[src/rtl/clkgen_map.svh]
`ifndef CLKGEN_MAP_SVH
`define CLKGEN_MAP_SVH

// Register byte offsets
`define CG_ADDR_W 8
`define CG_OFS_CHIP_CFG 8'h00
`define CG_OFS_PIN_CFG 8'h04
`define CG_OFS_STATUS 8'h08

// chip_config_reg fields
`define CG_CHIP_DIV_LSB 0
`define CG_CHIP_DIV_MSB 1
`define CG_CHIP_DIV_RST 2'h0
`define CG_CHIP_MULT_LSB 2
`define CG_CHIP_MULT_MSB 4
`define CG_CHIP_AUDIO 5

// pin_config_reg fields
`define CG_PIN_CFG_W 10
`define CG_PIN_CFG_RST 10'h0FF
`define CG_PCI_OUTS 6
`define CG_PIN_SROM_EN 6
`define CG_PIN_DBG_EN 7
`define CG_PIN_PIO_OUT 8
`define CG_PIN_PIO_OE 9

// Status fields
`define CG_STAT_LOCK 0
`define CG_STAT_STRAP_DONE 1
`define CG_STAT_PIO_IN 2

// Divider phase steps: step per core cycle, modulus, high-half threshold
`define CG_PH_W 4
`define CG_STEP_2P5 4'h4
`define CG_MOD_2P5 4'hA
`define CG_HALF_2P5 4'h5
`define CG_STEP_3 4'h2
`define CG_MOD_3 4'h6
`define CG_HALF_3 4'h3
`define CG_STEP_5 4'h2
`define CG_MOD_5 4'hA
`define CG_HALF_5 4'h5
`define CG_STEP_6 4'h2
`define CG_MOD_6 4'hC
`define CG_HALF_6 4'h6

// Timing
`define CG_CLK_NS 100
`define CG_SROM_HALF_NS 500
`define CG_SROM_HALF_CYC ((`CG_SROM_HALF_NS + `CG_CLK_NS - 1) / `CG_CLK_NS)
`define CG_SROM_CNT_W 4
`define CG_PLL_LOCK_EDGES 4
`define CG_PLL_LOSS_NS 2000
`define CG_PLL_LOSS_CYC (`CG_PLL_LOSS_NS / `CG_CLK_NS)
`define CG_PLL_LOSS_W 5
`define CG_TIMERS 3

`endif

[src/rtl/clkgen_pkg.sv]
package clkgen_pkg;

   typedef enum logic [1:0] {
      DIV_2P5,
      DIV_3,
      DIV_5,
      DIV_6
   } pci_div_e;

   typedef enum logic [1:0] {
      BOOT_FILL0,
      BOOT_FILL1,
      BOOT_CAPTURE,
      BOOT_RUN
   } boot_state_e;

endpackage

[src/rtl/pci_clock_divider.sv]
`timescale 1ns/1ps
`include "clkgen_map.svh"

module pci_clock_divider (
   input wire logic i_clk_sys,
   input wire logic i_rstn,
   input wire logic i_clk_en,
   input wire clkgen_pkg::pci_div_e i_div_sel,
   output logic o_div_clk,
   output logic o_div_rise,
   output clkgen_pkg::pci_div_e o_div_active
);

   logic [`CG_PH_W-1:0] phase_q;
   logic [`CG_PH_W-1:0] phase_d;
   logic [`CG_PH_W-1:0] step;
   logic [`CG_PH_W-1:0] modv;
   logic [`CG_PH_W-1:0] half;
   logic [`CG_PH_W:0] sum;
   clkgen_pkg::pci_div_e active_q;
   logic clk_q;
   logic rise_q;

   // Fractional ratios come from a phase accumulator, so 2.5 averages exactly
   always_comb begin
      case (active_q)
         clkgen_pkg::DIV_2P5: begin
            step = `CG_STEP_2P5;
            modv = `CG_MOD_2P5;
            half = `CG_HALF_2P5;
         end
         clkgen_pkg::DIV_3: begin
            step = `CG_STEP_3;
            modv = `CG_MOD_3;
            half = `CG_HALF_3;
         end
         clkgen_pkg::DIV_5: begin
            step = `CG_STEP_5;
            modv = `CG_MOD_5;
            half = `CG_HALF_5;
         end
         clkgen_pkg::DIV_6: begin
            step = `CG_STEP_6;
            modv = `CG_MOD_6;
            half = `CG_HALF_6;
         end
         default: begin
            step = `CG_STEP_2P5;
            modv = `CG_MOD_2P5;
            half = `CG_HALF_2P5;
         end
      endcase
      sum = {1'b0, phase_q} + {1'b0, step};
      if (sum >= {1'b0, modv}) begin
         phase_d = sum[`CG_PH_W-1:0] - modv;
      end else begin
         phase_d = sum[`CG_PH_W-1:0];
      end
   end

   // Ratio only switches at a period boundary to avoid a runt pulse
   always_ff @(posedge i_clk_sys or negedge i_rstn) begin
      if (!i_rstn) begin
         phase_q <= '0;
         active_q <= clkgen_pkg::DIV_2P5;
         clk_q <= 1'b0;
         rise_q <= 1'b0;
      end else if (i_clk_en) begin
         phase_q <= phase_d; // RULE_01
         clk_q <= (phase_d < half); // RULE_04
         rise_q <= (phase_d < half) & ~clk_q;
         if (phase_d == '0) begin
            active_q <= i_div_sel;
         end
      end
   end

   assign o_div_clk = clk_q;
   assign o_div_rise = rise_q;
   assign o_div_active = active_q;
endmodule

[src/rtl/pci_and_peripheral_clock_gen.sv]
// Local design decisions: the register addresses and strobed register access.
`timescale 1ns/1ps
`include "clkgen_map.svh"

// Behaviour
// (RULE_01) PCI clocks are core clock divided by 2.5, 3, 5 or 6 per select.
// (RULE_02) Divide select comes from boot straps or the software chip config field.
// (RULE_03) Six per-output enables in pin config; cleared enable holds that output low.
// (RULE_04) Suitable select yields 66 or 33 MHz from 200 or 166.7 MHz core.
// (RULE_05) Internal PCI controller clock is taken from the PCI clock input pin.
// (RULE_06) Second PLL tracks the PCI input in frequency and phase; the model's controller clock lags the pin by three flop stages.
// (RULE_07) Board feeds PCI clock input from our output or another agent.
// (RULE_08) A serial clock is driven to the configuration serial memory.
// (RULE_09) One external serial clock input feeds both serial channels.
// (RULE_10) One external timer clock input feeds all three timers.
// (RULE_11) Audio bit clock shares parallel I/O line 2; strap selects function.
// (RULE_12) A dedicated debug trace clock output is driven.
// (RULE_13) First PLL ratio 2 to 16 is chosen by three boot straps.
// (RULE_14) Straps latch at reset release into divide field until software rewrites.
module pci_and_peripheral_clock_gen (
   input wire logic i_clk_sys,
   input wire logic i_rstn,
   input wire logic i_clk_en,
   input wire logic [`CG_ADDR_W-1:0] i_addr,
   input wire logic [31:0] i_wdata,
   input wire logic i_wr,
   input wire logic i_rd,
   output logic [31:0] o_rdata,
   input wire logic [1:0] i_boot_addr_div,
   input wire logic i_boot_addr_audio,
   input wire logic [2:0] i_boot_addr_mult,
   input wire logic i_pci_clock_in,
   input wire logic i_serial_ext_clock,
   input wire logic i_timer_ext_clock,
   input wire logic i_pio2_in,
   output logic o_pio2_out,
   output logic o_pio2_oe,
   output logic [`CG_PCI_OUTS-1:0] o_pci_clock_out,
   output logic o_pci_core_clock,
   output logic o_second_pll_locked,
   output logic [2:0] o_first_pll_ratio,
   output logic o_serial_rom_clock,
   output logic o_serial_channel_0_clock,
   output logic o_serial_channel_1_clock,
   output logic [`CG_TIMERS-1:0] o_timer_clock,
   output logic o_audio_link_bit_clock,
   output logic o_parallel_io_line_2,
   output logic o_debug_trace_clock
);

   logic [9:0] sync1_q;
   logic [9:0] sync2_q;
   logic [1:0] strap_div;
   logic strap_audio;
   logic [2:0] strap_mult;
   logic pci_in_s;
   logic serial_s;
   logic timer_s;
   logic pio_s;

   // Every pin and strap passes two flops before anything looks at it
   always_ff @(posedge i_clk_sys or negedge i_rstn) begin
      if (!i_rstn) begin
         sync1_q <= '0;
         sync2_q <= '0;
      end else if (i_clk_en) begin
         sync1_q <= {i_boot_addr_div, i_boot_addr_audio, i_boot_addr_mult,
                     i_pci_clock_in, i_serial_ext_clock, i_timer_ext_clock, i_pio2_in};
         sync2_q <= sync1_q;
      end
   end

   assign strap_div = sync2_q[9:8];
   assign strap_audio = sync2_q[7];
   assign strap_mult = sync2_q[6:4];
   assign pci_in_s = sync2_q[3];
   assign serial_s = sync2_q[2];
   assign timer_s = sync2_q[1];
   assign pio_s = sync2_q[0];

   // Strap capture waits until the synchroniser holds post-reset pin levels
   clkgen_pkg::boot_state_e boot_q;

   always_ff @(posedge i_clk_sys or negedge i_rstn) begin
      if (!i_rstn) begin
         boot_q <= clkgen_pkg::BOOT_FILL0;
      end else if (i_clk_en) begin
         case (boot_q)
            clkgen_pkg::BOOT_FILL0: boot_q <= clkgen_pkg::BOOT_FILL1;
            clkgen_pkg::BOOT_FILL1: boot_q <= clkgen_pkg::BOOT_CAPTURE;
            clkgen_pkg::BOOT_CAPTURE: boot_q <= clkgen_pkg::BOOT_RUN;
            clkgen_pkg::BOOT_RUN: boot_q <= clkgen_pkg::BOOT_RUN;
            default: boot_q <= clkgen_pkg::BOOT_RUN;
         endcase
      end
   end

   logic wr_chip;
   logic wr_pin;
   logic strap_done;

   assign wr_chip = i_wr && (i_addr == `CG_OFS_CHIP_CFG);
   assign wr_pin = i_wr && (i_addr == `CG_OFS_PIN_CFG);
   assign strap_done = (boot_q == clkgen_pkg::BOOT_RUN);

   // chip_config_reg
   clkgen_pkg::pci_div_e div_sel_q;
   logic [2:0] mult_q;
   logic audio_sel_q;

   always_ff @(posedge i_clk_sys or negedge i_rstn) begin
      if (!i_rstn) begin
         div_sel_q <= clkgen_pkg::pci_div_e'(`CG_CHIP_DIV_RST);
         mult_q <= '0;
         audio_sel_q <= 1'b0;
      end else if (i_clk_en) begin
         if (boot_q == clkgen_pkg::BOOT_CAPTURE) begin
            div_sel_q <= clkgen_pkg::pci_div_e'(strap_div); // RULE_14
            mult_q <= strap_mult; // RULE_13
            audio_sel_q <= strap_audio; // RULE_11
         end else if (strap_done && wr_chip) begin
            div_sel_q <= clkgen_pkg::pci_div_e'(i_wdata[`CG_CHIP_DIV_MSB:`CG_CHIP_DIV_LSB]); // RULE_02
         end
      end
   end

   // pin_config_reg
   logic [`CG_PIN_CFG_W-1:0] pin_cfg_q;

   always_ff @(posedge i_clk_sys or negedge i_rstn) begin
      if (!i_rstn) begin
         pin_cfg_q <= `CG_PIN_CFG_RST;
      end else if (i_clk_en && wr_pin) begin
         pin_cfg_q <= i_wdata[`CG_PIN_CFG_W-1:0];
      end
   end

   // PCI output clocks
   logic div_clk;
   logic div_rise;
   clkgen_pkg::pci_div_e div_active;

   pci_clock_divider u_pci_div (
      .i_clk_sys(i_clk_sys),
      .i_rstn(i_rstn),
      .i_clk_en(i_clk_en),
      .i_div_sel(div_sel_q),
      .o_div_clk(div_clk),
      .o_div_rise(div_rise),
      .o_div_active(div_active)
   );

   for (genvar g = 0; g < `CG_PCI_OUTS; g++) begin : g_pci_out
      logic out_q;
      always_ff @(posedge i_clk_sys or negedge i_rstn) begin
         if (!i_rstn) begin
            out_q <= 1'b0;
         end else if (i_clk_en) begin
            out_q <= div_clk & pin_cfg_q[g]; // RULE_03
         end
      end
      assign o_pci_clock_out[g] = out_q;
   end

   // Second PLL model: lock after a run of input edges, drop on a silent input.
   // The sampled copy trails the pin by the synchroniser delay; a real PLL hides that.
   logic pci_prev_q;
   logic pci_rise;
   logic [2:0] lock_cnt_q;
   logic [`CG_PLL_LOSS_W-1:0] quiet_cnt_q;
   logic locked_q;
   logic core_clk_q;
   logic quiet_max;

   assign pci_rise = pci_in_s & ~pci_prev_q;
   assign quiet_max = (quiet_cnt_q == `CG_PLL_LOSS_W'(`CG_PLL_LOSS_CYC));

   always_ff @(posedge i_clk_sys or negedge i_rstn) begin
      if (!i_rstn) begin
         pci_prev_q <= 1'b0;
         quiet_cnt_q <= '0;
      end else if (i_clk_en) begin
         pci_prev_q <= pci_in_s;
         if (pci_rise) begin
            quiet_cnt_q <= '0;
         end else if (!quiet_max) begin
            quiet_cnt_q <= quiet_cnt_q + 1'b1;
         end
      end
   end

   always_ff @(posedge i_clk_sys or negedge i_rstn) begin
      if (!i_rstn) begin
         lock_cnt_q <= '0;
         locked_q <= 1'b0;
      end else if (i_clk_en) begin
         if (quiet_max) begin
            lock_cnt_q <= '0;
            locked_q <= 1'b0;
         end else if (pci_rise && !locked_q) begin
            if (lock_cnt_q == 3'(`CG_PLL_LOCK_EDGES - 1)) begin
               locked_q <= 1'b1; // RULE_06
            end else begin
               lock_cnt_q <= lock_cnt_q + 1'b1;
            end
         end
      end
   end

   // The controller clock follows the input pin, which the board wires back (RULE_07)
   always_ff @(posedge i_clk_sys or negedge i_rstn) begin
      if (!i_rstn) begin
         core_clk_q <= 1'b0;
      end else if (i_clk_en) begin
         core_clk_q <= locked_q & pci_in_s; // RULE_05
      end
   end

   // Serial configuration memory clock
   logic [`CG_SROM_CNT_W-1:0] srom_cnt_q;
   logic srom_clk_q;

   always_ff @(posedge i_clk_sys or negedge i_rstn) begin
      if (!i_rstn) begin
         srom_cnt_q <= '0;
         srom_clk_q <= 1'b0;
      end else if (i_clk_en) begin
         if (!pin_cfg_q[`CG_PIN_SROM_EN]) begin
            srom_cnt_q <= '0;
            srom_clk_q <= 1'b0;
         end else if (srom_cnt_q == `CG_SROM_CNT_W'(`CG_SROM_HALF_CYC - 1)) begin
            srom_cnt_q <= '0;
            srom_clk_q <= ~srom_clk_q; // RULE_08
         end else begin
            srom_cnt_q <= srom_cnt_q + 1'b1;
         end
      end
   end

   // Debug trace clock: half the core rate
   logic dbg_clk_q;

   always_ff @(posedge i_clk_sys or negedge i_rstn) begin
      if (!i_rstn) begin
         dbg_clk_q <= 1'b0;
      end else if (i_clk_en) begin
         dbg_clk_q <= pin_cfg_q[`CG_PIN_DBG_EN] & ~dbg_clk_q; // RULE_12
      end
   end

   // Shared external clocks fan out from one sampled source
   logic ser0_q;
   logic ser1_q;

   always_ff @(posedge i_clk_sys or negedge i_rstn) begin
      if (!i_rstn) begin
         ser0_q <= 1'b0;
         ser1_q <= 1'b0;
      end else if (i_clk_en) begin
         ser0_q <= serial_s; // RULE_09
         ser1_q <= serial_s; // RULE_09
      end
   end

   for (genvar t = 0; t < `CG_TIMERS; t++) begin : g_timer
      logic tmr_q;
      always_ff @(posedge i_clk_sys or negedge i_rstn) begin
         if (!i_rstn) begin
            tmr_q <= 1'b0;
         end else if (i_clk_en) begin
            tmr_q <= timer_s; // RULE_10
         end
      end
      assign o_timer_clock[t] = tmr_q;
   end

   // Shared pin: audio bit clock input, or parallel I/O line 2
   logic audio_clk_q;
   logic pio_data_q;
   logic pio_out_q;
   logic pio_oe_q;

   always_ff @(posedge i_clk_sys or negedge i_rstn) begin
      if (!i_rstn) begin
         audio_clk_q <= 1'b0;
         pio_data_q <= 1'b0;
         pio_out_q <= 1'b0;
         pio_oe_q <= 1'b0;
      end else if (i_clk_en) begin
         audio_clk_q <= audio_sel_q & pio_s; // RULE_11
         pio_data_q <= ~audio_sel_q & pio_s;
         pio_out_q <= pin_cfg_q[`CG_PIN_PIO_OUT];
         pio_oe_q <= ~audio_sel_q & pin_cfg_q[`CG_PIN_PIO_OE]; // RULE_11
      end
   end

   // Register read: data stand only in the cycle after the strobe
   logic [31:0] rdata_q;

   always_ff @(posedge i_clk_sys or negedge i_rstn) begin
      if (!i_rstn) begin
         rdata_q <= '0;
      end else if (i_clk_en) begin
         rdata_q <= '0;
         if (i_rd) begin
            case (i_addr)
               `CG_OFS_CHIP_CFG: begin
                  rdata_q[`CG_CHIP_DIV_MSB:`CG_CHIP_DIV_LSB] <= div_sel_q;
                  rdata_q[`CG_CHIP_MULT_MSB:`CG_CHIP_MULT_LSB] <= mult_q;
                  rdata_q[`CG_CHIP_AUDIO] <= audio_sel_q;
               end
               `CG_OFS_PIN_CFG: rdata_q[`CG_PIN_CFG_W-1:0] <= pin_cfg_q;
               `CG_OFS_STATUS: begin
                  rdata_q[`CG_STAT_LOCK] <= locked_q;
                  rdata_q[`CG_STAT_STRAP_DONE] <= strap_done;
                  rdata_q[`CG_STAT_PIO_IN] <= pio_s;
               end
               default: rdata_q <= '0;
            endcase
         end
      end
   end

   assign o_rdata = rdata_q;
   assign o_pio2_out = pio_out_q;
   assign o_pio2_oe = pio_oe_q;
   assign o_pci_core_clock = core_clk_q;
   assign o_second_pll_locked = locked_q;
   assign o_first_pll_ratio = mult_q;
   assign o_serial_rom_clock = srom_clk_q;
   assign o_serial_channel_0_clock = ser0_q;
   assign o_serial_channel_1_clock = ser1_q;
   assign o_audio_link_bit_clock = audio_clk_q;
   assign o_parallel_io_line_2 = pio_data_q;
   assign o_debug_trace_clock = dbg_clk_q;
endmodule

[config.mk]
export PLATFORM = sky130hd
export DESIGN_NAME = pci_and_peripheral_clock_gen
export DESIGN_NICKNAME = d
export VERILOG_FILES = /design/src/rtl/clkgen_pkg.sv /design/src/rtl/pci_clock_divider.sv /design/src/rtl/pci_and_peripheral_clock_gen.sv
export VERILOG_INCLUDE_DIRS = /design/src /design/src/rtl
export SDC_FILE = /design/constraint.sdc
export NUM_CORES = 1
export LEC_CHECK = 0
export BUFFER_PORTS_ARGS = -buffer_cell sky130_fd_sc_hd__buf_2
export CORE_ASPECT_RATIO = 1.5
export CORE_UTILIZATION = 57
export DETAILED_ROUTE_END_ITERATION = 8
export PLACE_DENSITY = 0.85
export SLEW_MARGIN = 20
export SYNTH_ARGS = -nofsm -noshare
export SYNTH_HDL_FRONTEND = slang
export SYNTH_HIERARCHICAL = 1
export SYNTH_SLANG_ARGS = --single-unit
[constraint.sdc]
create_clock -name i_clk_sys -period 8.8 [get_ports i_clk_sys]
set_input_delay 1.76 -clock i_clk_sys [delete_from_list [all_inputs] [get_ports i_clk_sys]]
set_output_delay 1.76 -clock i_clk_sys [all_outputs]
set_load 0.005 [all_outputs]
==> flow_metrics.tcl <==
set metrics [dict create \
    outcome "finished clean" \
    drt-total-wl_mm 7.62 \
    final_common_cell "dfrtp_1" \
    met2_usage_pct 36.6 \
    peakVddDrop_mv 0.147 \
    drv_cap 0 \
    multiInputGateArea_mm2 0.00174 \
    grt_pass1_vias 2895 \
    switching_share_pct 33.8 \
    period_share_pct 42.7 \
    p_int_w 0.000781 \
    routedWlPerCell_um 14.7 \
    gr-usage-all-layers_pct 22.5 \
    drv_slew 0 \
    post_synth_instance_area_mm2 0.00417 \
    worst_pin_slew_ns 0.796 \
    final-hold-violation-count 0 \
    power_w 0.00118 \
    num-nets-final 486 \
    period_minus_slack_ns 3.76 \
    final_cell_mix "75 x dfrtp_1, 63 x buf_2, 44 x mux2_2" \
    timing.setup.tns_ns 0 \
    core_mm2 0.00699 \
    seqPwrFrac_pct 40.7 \
    critPathMaxFanout 7 \
    grt_max_degree 84 \
    detail_route.iter0.violations 213 \
    path_cells "or2_2, ha_1, inv_1, fa_1, inv_1, ha_1, a21bo_1, a221oi_4, mux2i_1, inv_1, ha_1, nand4_1, nand4b_1, o22ai_1" \
    gp_congestion 0.807 \
    crit_path_max_incr_delay_ns 0.50 \
    vias 2791 \
    dieArea_mm2 0.00767 \
    cts_hold_buffers 0 \
    antenna_cells 0 \
    clock_latency_ns 0.35 \
    area_delta_synth_final_pct 9.87 \
    powerDensity_mw_per_mm2 258 \
    hold_path_class "flip-flop to flip-flop" \
    critPathArrivalTime_ns 4.02 \
    fp.dieW_um 71.8 \
    fmax_mhz 266 \
    drive_gt1_share_pct 32.9 \
    avgSynthCellArea_um2 11.5 \
    dieHeight_um 107 \
    p_comb_share_pct 36.2 \
    via_per_inst 5.40 \
    reg2reg_depth 14 \
    synth_warnings 6 \
    final_cells 517 \
    p_leak_nw 2.25 \
    final-setup-viol-count 0 \
    clock_sinks 83 \
    cts_tree "built" \
    grt_pass1_wl_mm 13.2 \
    p_clk_share_pct 23.1 \
    grt_use_met3_pct 4.61 \
    dp_hpwl_mm 5.37 \
    numPlacedInstances 502 \
    end_kind "flip-flop" \
    numCtsBuffers 9 \
    cts.path.max_buffers 2 \
    grt_busiest_layer "met2" \
    met1_usage_pct 27.3 \
    overflow 0 \
    netlist_instances 364 \
    port_buffers 64 \
    cts_resized 0 \
    final-seq-area_mm2 0.00209 \
    drt_pass1_iterations 4 \
    critPathLaunchType "flip-flop" \
    ioPinCount 109 \
    htreeDepth 3 \
    drc 0 \
    fp-row-count 37 \
    required_ns 9.07 \
    rsz0062_at_grt "false" \
    start_util_pct 59.7 \
    antenna_found_initial 0 \
    fillers 538 \
    drtAntennaViolNets 0 \
    criticalPathCategory "flip-flop to flip-flop" \
    timing.slew.headroom_pct 46.9 \
    post_cts.repair.setup_buffers 0 \
    crit_slowest_cell "fa_1" \
    clk_pin_slew_ns 0.08 \
    p_sw_w 0.000399 \
    fin_skew_ns 0.00819 \
    holdPathStages 1 \
    clockRootBuffer "clkbuf_8" \
]
registers in the layout, indices dropped and copies added, names as in the netlist, 2 cells and up:
name	count
pin_cfg_q	10
sync2_q	10
srom_cnt_q	4
u_pci_div/o_div_active	2
div_sel_q	2
o_first_pll_ratio	3
u_pci_div/phase_q	3
sync1_q	10
g_pci_out.out_q	6
o_rdata	10
lock_cnt_q	3
boot_q	2
quiet_cnt_q	5
final timing paths:
check	slack, ns	end	from
max in group asynchronous	6.87	u_pci_div/phase_q[2]	i_rstn
min in group asynchronous	1.44	o_pio2_out	i_rstn
setup / recovery	5.04	u_pci_div/o_div_clk	u_pci_div/o_div_active[0]
hold reg to reg	0.48	o_debug_trace_clock	o_debug_trace_clock
hold / removal	0.48	o_debug_trace_clock	o_debug_trace_clock
setup reg to reg	5.04	u_pci_div/o_div_clk	u_pci_div/o_div_active[0]
worst max-delay path, delay by kind of cell, from the launching register on:
kind	cells	cell delay, ns
and+or+nand+nor	3	0.55
adders and majority gates	4	1.21
muxes	1	0.32
buffers and inverters	3	0.24
AOI/OAI and AO/OA	3	0.90
DFF	1	0.45
per-layer routing:
| layer | part of all wire [%] | routed length, um |
|---|---|---|
| met1 | 40 | 3050 |
| met2 | 52 | 3990 |
| met3 | 3.7 | 279 |
| met4 | 3.9 | 296 |
| met5 | 0 | 0 |
power groups by stage:
stage	registers (W)	logic, W	clock network, W
2_1_floorplan	0.000474	0.000343	0
3_3_place_gp	0.000482	0.000394	0
3_5_place_dp	0.000486	0.000424	0
4_1_cts	0.000479	0.000429	0.000278
5_1_grt	0.000487	0.000485	0.000292
6_report	0.000480	0.000428	0.000272
final cells by class:
class                           count  share of cell area (%)
Multi-Input combinational cell    230                    38.1
Clock buffer                       13                    3.47
Timing Repair Buffer               65                    7.29
Inverter                           27                    2.21
Tap cell                           97                    2.65
Clock inverter                      2                   0.765
Sequential cell                    83                    45.5
stage by stage:
step           worst slack [ns]  area (um^2)  utilization (%)  hold slack, ns
2_1_floorplan              5.48         4250                -           0.450
3_3_place_gp               5.07         4380             62.7           0.456
3_5_place_dp               5.04         4380             62.7           0.468
4_1_cts                    5.05         4580             65.5           0.480
5_1_grt                    4.81         4580             65.5           0.503
6_report                   5.04         4580             65.5           0.480
No activity file was read; power rests on OpenSTA's default activity.
